===== src/pkg/pics_pkg.sv =====
package pics_pkg;
  // ---------------------------------------------------------------------
  // Register map (printed offsets are indices; byte address = 4 * index)
  // ---------------------------------------------------------------------
  localparam logic [7:0]  IDX_CHANGE_IRQ  = 8'h15;
  localparam logic [7:0]  IDX_RX_ERR_CNT  = 8'h16;
  localparam logic [7:0]  IDX_DISC_CNT    = 8'h17;
  localparam logic [7:0]  IDX_STRAP_CAP   = 8'h18;
  localparam logic [7:0]  IDX_EVT_STATUS  = 8'h20;
  localparam logic [7:0]  IDX_EVT_MASK    = 8'h21;

  // Bit positions in the change interrupt register
  localparam int BIT_PENDING   = 15;
  localparam int BIT_DPX_MASK  = 11;
  localparam int BIT_SPEED_IRQ_MASK  = 10;
  localparam int BIT_LINK_MASK = 9;
  localparam int BIT_MSTR_MASK = 8;
  localparam int BIT_DPX_CHG   = 4;
  localparam int BIT_SPD_CHG   = 3;
  localparam int BIT_LINK_CHG  = 2;
  localparam int BIT_STATUS    = 0;

  // Reset values
  localparam logic [3:0]  RST_IRQ_MASKS = 4'hF;
  localparam logic [15:0] RST_COUNT     = 16'h0000;
  localparam logic [2:0]  RST_EVT       = 3'h0;

  // AXI response codes
  localparam logic [1:0]  RESP_OKAY   = 2'h0;
  localparam logic [1:0]  RESP_SLVERR = 2'h2;

  // Pins sampled at reset release
  typedef struct packed {
    logic       txClk;
    logic       cableState;
    logic       collision;
    logic       rxClk;
    logic       rxDataValid;
    logic       rxError;
    logic       linkIndicator;
    logic       speedIndicator;
    logic       duplexIndicator;
    logic       carrierSense;
    logic [3:0] rxData;
  } pics_strap_t;

  // Line state reported by the transceiver core
  typedef struct packed {
    logic link;
    logic speed;
    logic duplex;
  } pics_line_t;

  typedef struct packed {
    logic [31:0] rdata;
    logic [1:0]  rresp;
    logic [1:0]  bresp;
    logic        awready;
    logic        wready;
    logic        bvalid;
    logic        arready;
    logic        rvalid;
  } pics_axi_out_t;

  typedef struct packed {
    pics_line_t    lineSync1;
    pics_line_t    lineSync2;
    pics_line_t    linePrev;
    logic          rxErrSync1;
    logic          rxErrSync2;
    logic          rxErrPrev;
    logic          discSync1;
    logic          discSync2;
    logic          discPrev;
    pics_strap_t   strapSync1;
    pics_strap_t   strapSync2;
    pics_strap_t   strapCap;
    logic          strapTaken;
    logic          dpxMask;
    logic          spdMask;
    logic          linkMask;
    logic          mstrMask;
    logic          dpxChg;
    logic          spdChg;
    logic          linkChg;
    logic          irqStatus;
    logic [15:0]   rxErrCnt;
    logic [7:0]    discCnt;
    logic [2:0]    evtStatus;
    logic [2:0]    evtMask;
    logic          irqEvt;
    logic          irqOutN;
    logic          awHeld;
    logic          wHeld;
    logic [7:0]    awIdx;
    logic [31:0]   wData;
    logic [3:0]    wStrb;
    pics_axi_out_t axi;
  } pics_state_t;
endpackage


===== src/rtl/pics_regs.sv =====
// Local design decision: register access over AXI4-Lite.
`timescale 1ns/1ps
// Notes on behaviour
// - Master mask set: no mgmtIrqOutN interrupt and no interrupt status ever; irqEvent is not masked.
// - Duplex change sets a sticky flag; a register read clears it.
// - Speed change sets a sticky flag; a register read clears it.
// - Link change sets a sticky flag; a register read clears it.
// - Status set when master mask clear and unmasked flag set; read clears.
// - Link mask set: link change gives no interrupt.
// - 16-bit receive error counter, reset zero, counts each error event.
// - 8-bit disconnect counter in low bits, upper bits read zero.
// - Reset captures transmit clock pin to bit 13, cable state to 12.
// - Reset captures collision, rx clock, rx valid, rx error to 11..8.
// - Reset captures link, speed, duplex indicator pins to bits 7..5.
// - Reset captures carrier sense and rx data 3..0 to bits 4..0.
// - Pending bit mirrors status bit and clears on the same read.
// - Duplex mask set: duplex change gives no interrupt.
// - Speed mask set: speed change gives no interrupt.
module pics_regs (
  input  wire logic                  core_clk,
  input  wire logic                  reset,
  input  wire pics_pkg::pics_line_t  lineState,
  input  wire logic                  rxErrorEvent,
  input  wire logic                  cableDisconnect,
  input  wire pics_pkg::pics_strap_t strapPins,
  input  wire logic [9:0]            s_axi_awaddr,
  input  wire logic                  s_axi_awvalid,
  output logic                       s_axi_awready,
  input  wire logic [31:0]           s_axi_wdata,
  input  wire logic [3:0]            s_axi_wstrb,
  input  wire logic                  s_axi_wvalid,
  output logic                       s_axi_wready,
  output logic [1:0]                 s_axi_bresp,
  output logic                       s_axi_bvalid,
  input  wire logic                  s_axi_bready,
  input  wire logic [9:0]            s_axi_araddr,
  input  wire logic                  s_axi_arvalid,
  output logic                       s_axi_arready,
  output logic [31:0]                s_axi_rdata,
  output logic [1:0]                 s_axi_rresp,
  output logic                       s_axi_rvalid,
  input  wire logic                  s_axi_rready,
  output logic                       mgmtIrqOutN,
  output logic                       irqEvent
);

  pics_pkg::pics_state_t st;
  pics_pkg::pics_state_t next_st;

  logic [15:0] chgWord;
  logic [15:0] strapWord;
  logic [7:0]  rdIdx;
  logic        rdChg;
  logic        rdTake;
  logic        wrTake;
  logic [15:0] wLow;
  logic        setLink;
  logic        setSpd;
  logic        setDpx;
  logic        rxErrPulse;
  logic        discPulse;
  logic        statusNext;

  // ---------------------------------------------------------------------
  // Read views
  // ---------------------------------------------------------------------
  // Change interrupt register image
  always_comb begin
    chgWord = 16'h0000;
    chgWord[pics_pkg::BIT_PENDING]   = st.irqStatus;
    chgWord[pics_pkg::BIT_DPX_MASK]  = st.dpxMask;
    chgWord[pics_pkg::BIT_SPEED_IRQ_MASK]  = st.spdMask;
    chgWord[pics_pkg::BIT_LINK_MASK] = st.linkMask;
    chgWord[pics_pkg::BIT_MSTR_MASK] = st.mstrMask;
    chgWord[pics_pkg::BIT_DPX_CHG]   = st.dpxChg;
    chgWord[pics_pkg::BIT_SPD_CHG]   = st.spdChg;
    chgWord[pics_pkg::BIT_LINK_CHG]  = st.linkChg;
    chgWord[pics_pkg::BIT_STATUS]    = st.irqStatus;
  end

  // Captured strap layout, bits 15..14 zero
  assign strapWord = {2'h0, st.strapCap};

  // Handshake terms
  assign rdIdx  = s_axi_araddr[9:2];
  assign rdTake = s_axi_arvalid && st.axi.arready;
  assign rdChg  = rdTake && (rdIdx == pics_pkg::IDX_CHANGE_IRQ);
  assign wrTake = st.awHeld && st.wHeld && !st.axi.bvalid;
  assign wLow   = st.wStrb[1:0] == 2'h3 ? st.wData[15:0] : 16'h0000;

  // Edge detection on synchronised inputs
  assign setLink    = st.lineSync2.link   != st.linePrev.link;
  assign setSpd     = st.lineSync2.speed  != st.linePrev.speed;
  assign setDpx     = st.lineSync2.duplex != st.linePrev.duplex;
  assign rxErrPulse = st.rxErrSync2 && !st.rxErrPrev;
  assign discPulse  = st.discSync2 && !st.discPrev;

  // ---------------------------------------------------------------------
  // Next state
  // ---------------------------------------------------------------------
  always_comb begin
    next_st = st;
    // Two-flop synchronisers for pins
    next_st.lineSync1  = lineState;
    next_st.lineSync2  = st.lineSync1;
    next_st.linePrev   = st.lineSync2;
    next_st.rxErrSync1 = rxErrorEvent;
    next_st.rxErrSync2 = st.rxErrSync1;
    next_st.rxErrPrev  = st.rxErrSync2;
    next_st.discSync1  = cableDisconnect;
    next_st.discSync2  = st.discSync1;
    next_st.discPrev   = st.discSync2;
    next_st.strapSync1 = strapPins;
    next_st.strapSync2 = st.strapSync1;

    // Strap capture once, just after reset release
    if (!st.strapTaken) begin
      next_st.strapCap   = st.strapSync2;
      next_st.strapTaken = 1'b1;
    end

    // Sticky change flags, set wins over read clear
    if (rdChg) begin
      next_st.linkChg = 1'b0;
      next_st.spdChg  = 1'b0;
      next_st.dpxChg  = 1'b0;
    end
    if (setLink) next_st.linkChg = 1'b1;
    if (setSpd)  next_st.spdChg  = 1'b1;
    if (setDpx)  next_st.dpxChg  = 1'b1;

    // Counters wrap and ignore writes
    if (rxErrPulse) next_st.rxErrCnt = st.rxErrCnt + 16'h0001;
    if (discPulse)  next_st.discCnt  = st.discCnt + 8'h01;

    // Wrapper event status, write one to clear
    next_st.evtStatus = st.evtStatus | {setDpx, setSpd, setLink};

    // AXI write channel capture
    if (s_axi_awvalid && st.axi.awready) begin
      next_st.awHeld      = 1'b1;
      next_st.awIdx       = s_axi_awaddr[9:2];
      next_st.axi.awready = 1'b0;
    end
    if (s_axi_wvalid && st.axi.wready) begin
      next_st.wHeld      = 1'b1;
      next_st.wData      = s_axi_wdata;
      next_st.wStrb      = s_axi_wstrb;
      next_st.axi.wready = 1'b0;
    end
    if (wrTake) begin
      next_st.awHeld     = 1'b0;
      next_st.wHeld      = 1'b0;
      next_st.axi.bvalid = 1'b1;
      next_st.axi.bresp  = pics_pkg::RESP_OKAY;
      unique case (st.awIdx)
        pics_pkg::IDX_CHANGE_IRQ: begin
          if (st.wStrb[1]) begin
            next_st.dpxMask  = st.wData[pics_pkg::BIT_DPX_MASK];
            next_st.spdMask  = st.wData[pics_pkg::BIT_SPEED_IRQ_MASK];
            next_st.linkMask = st.wData[pics_pkg::BIT_LINK_MASK];
            next_st.mstrMask = st.wData[pics_pkg::BIT_MSTR_MASK];
          end
        end
        pics_pkg::IDX_RX_ERR_CNT, pics_pkg::IDX_DISC_CNT,
        pics_pkg::IDX_STRAP_CAP: begin
          next_st.axi.bresp = pics_pkg::RESP_OKAY;
        end
        pics_pkg::IDX_EVT_STATUS: begin
          next_st.evtStatus = (st.evtStatus & ~wLow[2:0])
                            | {setDpx, setSpd, setLink};
        end
        pics_pkg::IDX_EVT_MASK: begin
          next_st.evtMask = wLow[2:0];
        end
        default: next_st.axi.bresp = pics_pkg::RESP_SLVERR;
      endcase
    end
    if (st.axi.bvalid && s_axi_bready) begin
      next_st.axi.bvalid  = 1'b0;
      next_st.axi.awready = 1'b1;
      next_st.axi.wready  = 1'b1;
    end

    // AXI read channel
    if (rdTake) begin
      next_st.axi.arready = 1'b0;
      next_st.axi.rvalid  = 1'b1;
      next_st.axi.rresp   = pics_pkg::RESP_OKAY;
      unique case (rdIdx)
        pics_pkg::IDX_CHANGE_IRQ: next_st.axi.rdata = {16'h0000, chgWord};
        pics_pkg::IDX_RX_ERR_CNT: next_st.axi.rdata = {16'h0000, st.rxErrCnt};
        pics_pkg::IDX_DISC_CNT:   next_st.axi.rdata = {24'h00_0000, st.discCnt};
        pics_pkg::IDX_STRAP_CAP:  next_st.axi.rdata = {16'h0000, strapWord};
        pics_pkg::IDX_EVT_STATUS: next_st.axi.rdata = {29'h0, st.evtStatus};
        pics_pkg::IDX_EVT_MASK:   next_st.axi.rdata = {29'h0, st.evtMask};
        default: begin
          next_st.axi.rdata = 32'h0000_0000;
          next_st.axi.rresp = pics_pkg::RESP_SLVERR;
        end
      endcase
    end
    if (st.axi.rvalid && s_axi_rready) begin
      next_st.axi.rvalid  = 1'b0;
      next_st.axi.arready = 1'b1;
    end

    // Interrupt status from the flags that will stand next cycle
    statusNext = !next_st.mstrMask
               && ((next_st.linkChg && !next_st.linkMask)
                || (next_st.spdChg  && !next_st.spdMask)
                || (next_st.dpxChg  && !next_st.dpxMask));
    next_st.irqStatus = statusNext;
    next_st.irqOutN   = !statusNext;
    next_st.irqEvt    = |(next_st.evtStatus & next_st.evtMask);
  end

  // ---------------------------------------------------------------------
  // State register
  // ---------------------------------------------------------------------
  always_ff @(posedge core_clk) begin
    if (reset) begin
      st             <= '0;
      st.dpxMask     <= pics_pkg::RST_IRQ_MASKS[3];
      st.spdMask     <= pics_pkg::RST_IRQ_MASKS[2];
      st.linkMask    <= pics_pkg::RST_IRQ_MASKS[1];
      st.mstrMask    <= pics_pkg::RST_IRQ_MASKS[0];
      st.rxErrCnt    <= pics_pkg::RST_COUNT;
      st.evtStatus   <= pics_pkg::RST_EVT;
      st.irqOutN     <= 1'b1;
      st.axi.awready <= 1'b1;
      st.axi.wready  <= 1'b1;
      st.axi.arready <= 1'b1;
      // Synchronisers run through reset: settled straps, no false edge
      st.lineSync1   <= next_st.lineSync1;
      st.lineSync2   <= next_st.lineSync2;
      st.linePrev    <= next_st.linePrev;
      st.rxErrSync1  <= next_st.rxErrSync1;
      st.rxErrSync2  <= next_st.rxErrSync2;
      st.rxErrPrev   <= next_st.rxErrPrev;
      st.discSync1   <= next_st.discSync1;
      st.discSync2   <= next_st.discSync2;
      st.discPrev    <= next_st.discPrev;
      st.strapSync1  <= next_st.strapSync1;
      st.strapSync2  <= next_st.strapSync2;
    end else begin
      st <= next_st;
    end
  end

  // Outputs straight from flops
  assign s_axi_awready = st.axi.awready;
  assign s_axi_wready  = st.axi.wready;
  assign s_axi_bresp   = st.axi.bresp;
  assign s_axi_bvalid  = st.axi.bvalid;
  assign s_axi_arready = st.axi.arready;
  assign s_axi_rdata   = st.axi.rdata;
  assign s_axi_rresp   = st.axi.rresp;
  assign s_axi_rvalid  = st.axi.rvalid;
  assign mgmtIrqOutN   = st.irqOutN;
  assign irqEvent      = st.irqEvt;
endmodule


===== config.mk =====
export PLATFORM = sky130hd
export DESIGN_NAME = pics_regs
export DESIGN_NICKNAME = d
export VERILOG_FILES = /design/src/pkg/pics_pkg.sv /design/src/rtl/pics_regs.sv
export SDC_FILE = /design/constraint.sdc
export NUM_CORES = 1
export LEC_CHECK = 0
export ABC_AREA = 1
export BUFFER_PORTS_ARGS = -buffer_cell sky130_fd_sc_hd__buf_2
export CORE_MARGIN = 10
export CORE_UTILIZATION = 50
export DETAILED_ROUTE_END_ITERATION = 6
export PLACE_DENSITY = 0.74
export SLEW_MARGIN = 10
export SYNTH_ARGS = -nofsm -noshare
export SYNTH_HDL_FRONTEND = slang
export SYNTH_SLANG_ARGS = --single-unit

===== constraint.sdc =====
create_clock -name core_clk -period 1.43 [get_ports core_clk]
set_clock_uncertainty 0.05 [all_clocks]
set_input_delay 0 -clock core_clk [delete_from_list [all_inputs] [get_ports core_clk]]
set_output_delay 0 -clock core_clk [all_outputs]
set_load 0.01 [all_outputs]

==> summary.md <==
| Metric | Value |
|---|---|
| Outcome | completed |
| LEAKAGE | around 3.3 nW |
| Capturing element type of the critical path | register |
| Residual antenna-violating net count after detailed routing | 0 |
| Pin count of the biggest net entering global routing | 44 |
| Layout cells sized above 1 | between 20% and 30% |
| Classification of the worst-slack hold path | input pin to register |
| Initial standard-cell utilization of the core | roughly half |
| Sequential fraction of the synthesis area | 49.5% |
| Total Wirelength | 13900 um |
| Number of design-rule violations left by the first detailed-router iteration | 321 |
| Sink count of the clock tree | between 100 and 150 |
| Count of inserted antenna diode cells | 0 |
| Y dimension of the die | roughly 130 um |
| Power consumption | 9.30 mW |
| Worst-case setup slack after placement | -0.00470 ns |
| Synthesized-area fraction occupied by adder cells | less than 1% |
| Worst Path Max Fanout | 4 |
| Post-synth top area share | approximately half |
| Worst skew pair latency | between 0.4 and 0.5 ns |
| GRT Residual Overflow | 0 |
| Post-Synthesis Mean Instance Area | about 7.9 um^2 |
| Post-synth EDFFs | 0 |
| Num CTS Buffers | 17 |
| Boundary Pins | between 100 and 150 |
| Final standard cell area without fillers | between 7000 and 8000 um^2 |
| Maximum buffer depth of the clock tree | 2 |
| Power spent charging and discharging nets | 2.25 mW |
| Yosys warns | 0 |
| Port buffer count | 75 |
| XOR/XNOR Fraction of Synth Area | less than 1% |
| H-tree level count | 4 |
| Yosys cell types | 40 |
| Overall Global Routing Usage | approximately 17% |
| Pre-Repair DR Iteration Count | 4 |
| DP Wirelength | between 9000 and 10000 um |
| First-pass GRT wire length | about 22000 um |
| Final worst-path cycle share | 99.7% |
| Vias per inst | ~5 |
| Final hold violation count | 0 |
| Number of pins exceeding their max-slew limit in the final report | 0 |
| Routed wire per std cell | 14.0 um |
| Startpoint of the most critical register-to-register path | st[104] |
| Synth Register Bits | 140 |
| Worst hold start | s_axi_arvalid |
| Overall die area | roughly 16000 um^2 |
| Pwr dens | between 1000 and 1500 nW/um^2 |
| Comb power frac | under 10% |
| Data arrival time of the worst path | 1.66 ns |
| Total of endpoints with negative setup slack in the final report | 0 |
| Post-synthesis cell area | 5670 um^2 |
| Worst Setup SP | st[104] |
| Area overhead of the layout relative to synthesis | 29.1% |
| Design internal power | ~7.1 mW |
| Clock root buffer | sky130_fd_sc_hd__clkbuf_16 |
| Most area-hungry cell type in the Yosys netlist | sky130_fd_sc_hd__dfxtp_1 |
| DRC violations left | 0 |
| Maximum Capacitance Violations | 0 |
| Net total in the final layout | approximately 920 |
| Min Tclk post-route | 1.43 ns |
| Vias in the first global route | about 4700 |
| Instance count of the mapped netlist | roughly 710 |
| FILL cells | around 880 |
| Maximum clock rate | 0.702 GHz |
| Complex-gate fraction of the synthesized area | ~12% |
| FFs w/ async S/R, synth | 0% |
| Clock-pin slew on the worst setup and hold paths | 0.06 ns |
| Core Footprint | 11000 um^2 |
| Data required time of the critical path | 1.67 ns |
| Largest family of logic cells by synthesized area | simple AND/OR/NAND/NOR gates |
| Primary FF master, synth | sky130_fd_sc_hd__dfxtp_1 |
| Switching Fraction | between 20% and 30% |
| Die Span X | roughly 130 um |
| Cell types occupying the most area after synthesis | sky130_fd_sc_hd__dfxtp_1 49%, sky130_fd_sc_hd__nand2_1 8.7%, sky130_fd_sc_hd__nor2_1 5.6% |
| Number of rows created at floorplan | 38 |
| Share of power burned in the clock network | between 40% and 50% |
| Mux contribution to synthesized area | 0% |
| Standard cell area after detailed placement | slightly above 6000 um^2 |
| Simple-gate area share of the yosys netlist | about a quarter |
| DR vias | 4911 |
| Setup repair after global routing missed its margin | yes |
| Weighted congestion at the end of routability-driven global placement | 0.911 |
| Setup TNS | 0 ns |
| Antenna violations before repair | 0 |
| Final WS setup | 0.00478 ns |
| Power share of the sequential group | between 40% and 50% |
| Sort of element at the start of the critical path | register |
| TritonCTS clock tree | built |
| Highest ir drop seen on vdd | about 1 mV |
| Final core area utilization | about two thirds |
| Type of the worst setup path | register to register |
==> Yosys cell counts (3+ instances only) <==
cell,instances
sky130_fd_sc_hd__nand2_1,132
sky130_fd_sc_hd__buf_2,3
sky130_fd_sc_hd__clkbuf_1,13
sky130_fd_sc_hd__xor2_1,5
sky130_fd_sc_hd__nor2_4,5
sky130_fd_sc_hd__nand4_1,5
sky130_fd_sc_hd__inv_2,4
sky130_fd_sc_hd__dfxtp_1,140
sky130_fd_sc_hd__nand2_2,10
sky130_fd_sc_hd__nor3_2,4
sky130_fd_sc_hd__inv_1,66
sky130_fd_sc_hd__buf_4,37
sky130_fd_sc_hd__o21ai_0,51
sky130_fd_sc_hd__nand3_1,40
sky130_fd_sc_hd__nor2_2,6
sky130_fd_sc_hd__nand3_2,3
sky130_fd_sc_hd__a21oi_1,58
sky130_fd_sc_hd__nor2_1,84
sky130_fd_sc_hd__o21a_1,3
sky130_fd_sc_hd__nor3_1,12
sky130_fd_sc_hd__o21ai_1,5
sky130_fd_sc_hd__o211ai_2,4
==> layout by cell type, fill, tap and decap left out, types with 2 or more instances in the layout <==
cell                              n
sky130_fd_sc_hd__a21oi_1         58
sky130_fd_sc_hd__buf_2           75
sky130_fd_sc_hd__buf_4           24
sky130_fd_sc_hd__buf_6            3
sky130_fd_sc_hd__bufinv_16        2
sky130_fd_sc_hd__clkbuf_16       17
sky130_fd_sc_hd__clkinv_1         2
sky130_fd_sc_hd__clkinvlp_4       4
sky130_fd_sc_hd__conb_1          18
sky130_fd_sc_hd__dfxtp_1        133
sky130_fd_sc_hd__dfxtp_2          7
sky130_fd_sc_hd__dlygate4sd3_1   40
sky130_fd_sc_hd__inv_1           59
sky130_fd_sc_hd__inv_2           11
sky130_fd_sc_hd__inv_6            4
sky130_fd_sc_hd__inv_8            2
sky130_fd_sc_hd__nand2_1        128
sky130_fd_sc_hd__nand2_2         11
sky130_fd_sc_hd__nand2_4          4
sky130_fd_sc_hd__nand3_1         36
sky130_fd_sc_hd__nand3_2          5
sky130_fd_sc_hd__nand3_4          2
sky130_fd_sc_hd__nand4_1          5
sky130_fd_sc_hd__nor2_1          76
sky130_fd_sc_hd__nor2_2          11
sky130_fd_sc_hd__nor2_4           9
sky130_fd_sc_hd__nor3_1          11
sky130_fd_sc_hd__nor3_2           2
sky130_fd_sc_hd__nor3_4           5
sky130_fd_sc_hd__o211ai_2         4
sky130_fd_sc_hd__o21a_1           3
sky130_fd_sc_hd__o21ai_0         47
sky130_fd_sc_hd__o21ai_1          7
sky130_fd_sc_hd__o21ai_2          4
sky130_fd_sc_hd__o22ai_2          2
sky130_fd_sc_hd__xor2_1           5
==> metrics by stage <==
step	hold WS [ns]	std cells
2_1_floorplan	-0.0223	731
3_3_place_gp	0.0519	911
3_5_place_dp	0.0536	911
4_1_cts	0.00832	983
5_1_grt	0.0397	993
6_report	0.0251	993
==> power groups by stage <==
stage	combinational [mW]	clock, mW	sequential [mW]
after floorplan	0.425	0	4.25
after global placement	0.566	0	4.26
after detailed placement	0.584	0	4.27
after CTS	0.677	4.44	4.19
after global routing	0.818	4.61	4.22
final	0.726	4.38	4.20
==> what timing repair did <==
| action | CTS | global route |
|---|---|---|
| endpoints found under the hold margin | 43 | 0 |
| resized for setup | 5 | 49 |
| endpoints found under the setup margin | 4 | 15 |
| pin swaps | 0 | 22 |
| gates cloned | 0 | 1 |
| hold buffers | 40 | 0 |
| buffers inserted | 0 | 9 |
==> worst paths after layout <==
check	cells after the start	to	slack (ns)
worst max-delay path	6	st[117]	0.005
worst min register to register	0	st[142]	0.28
worst max register to register	6	st[117]	0.005
worst min-delay path	5	s_axi_arready	0.03
==> state kept, by name (all words and copies together) (netlist names) <==
name	count
s_axi_arready	1
s_axi_bresp	1
s_axi_wready	1
s_axi_rdata	16
chgWord	8
next_st	24
s_axi_rresp	1
s_axi_rvalid	1
s_axi_awready	1
st	83
irqEvent	1
mgmtIrqOutN	1
s_axi_bvalid	1
==> worst max-delay path: stages (launching register included) <==
cell and delay (ns):
sky130_fd_sc_hd__dfxtp_1 0.38, sky130_fd_sc_hd__ha_2 0.24, sky130_fd_sc_hd__nand3_4 0.11, sky130_fd_sc_hd__nor3_4 0.25, sky130_fd_sc_hd__nand3_2 0.11, sky130_fd_sc_hd__nor2_2 0.12, sky130_fd_sc_hd__nor3_2 0.05
==> per-layer routing <==
layer,up-vias,GRT usage [%],part of all wire (%)
li1,2499,-,-
met1,2257,20.3,44
met2,134,27.9,49
met3,21,5.04,5.4
met4,0,5.09,1.5
met5,-,0,0
==> cell type report <==
| cell class | instances | area (um^2) | area share (%) |
|---|---|---|---|
| Clock buffer | 19 | 443 | 6.05 |
| Multi-Input combinational cell | 466 | 2450 | 33.5 |
| Sequential cell | 140 | 2810 | 38.4 |
| Inverter | 72 | 270 | 3.69 |
| Tap cell | 140 | 175 | 2.39 |
| Clock inverter | 13 | 156 | 2.14 |
| Timing Repair Buffer | 143 | 1010 | 13.8 |
==> logic make-up after synthesis <==
logic type | count (synthesis)
AO/OA/AOI/OAI | 128
XOR/XNOR | 6
AND/OR/NAND/NOR | 311
other | 1
buffers and inverters | 126
flip-flops | 140
adder cells (fa/ha/maj) | 2
No activity file was read; power rests on OpenSTA's default activity.
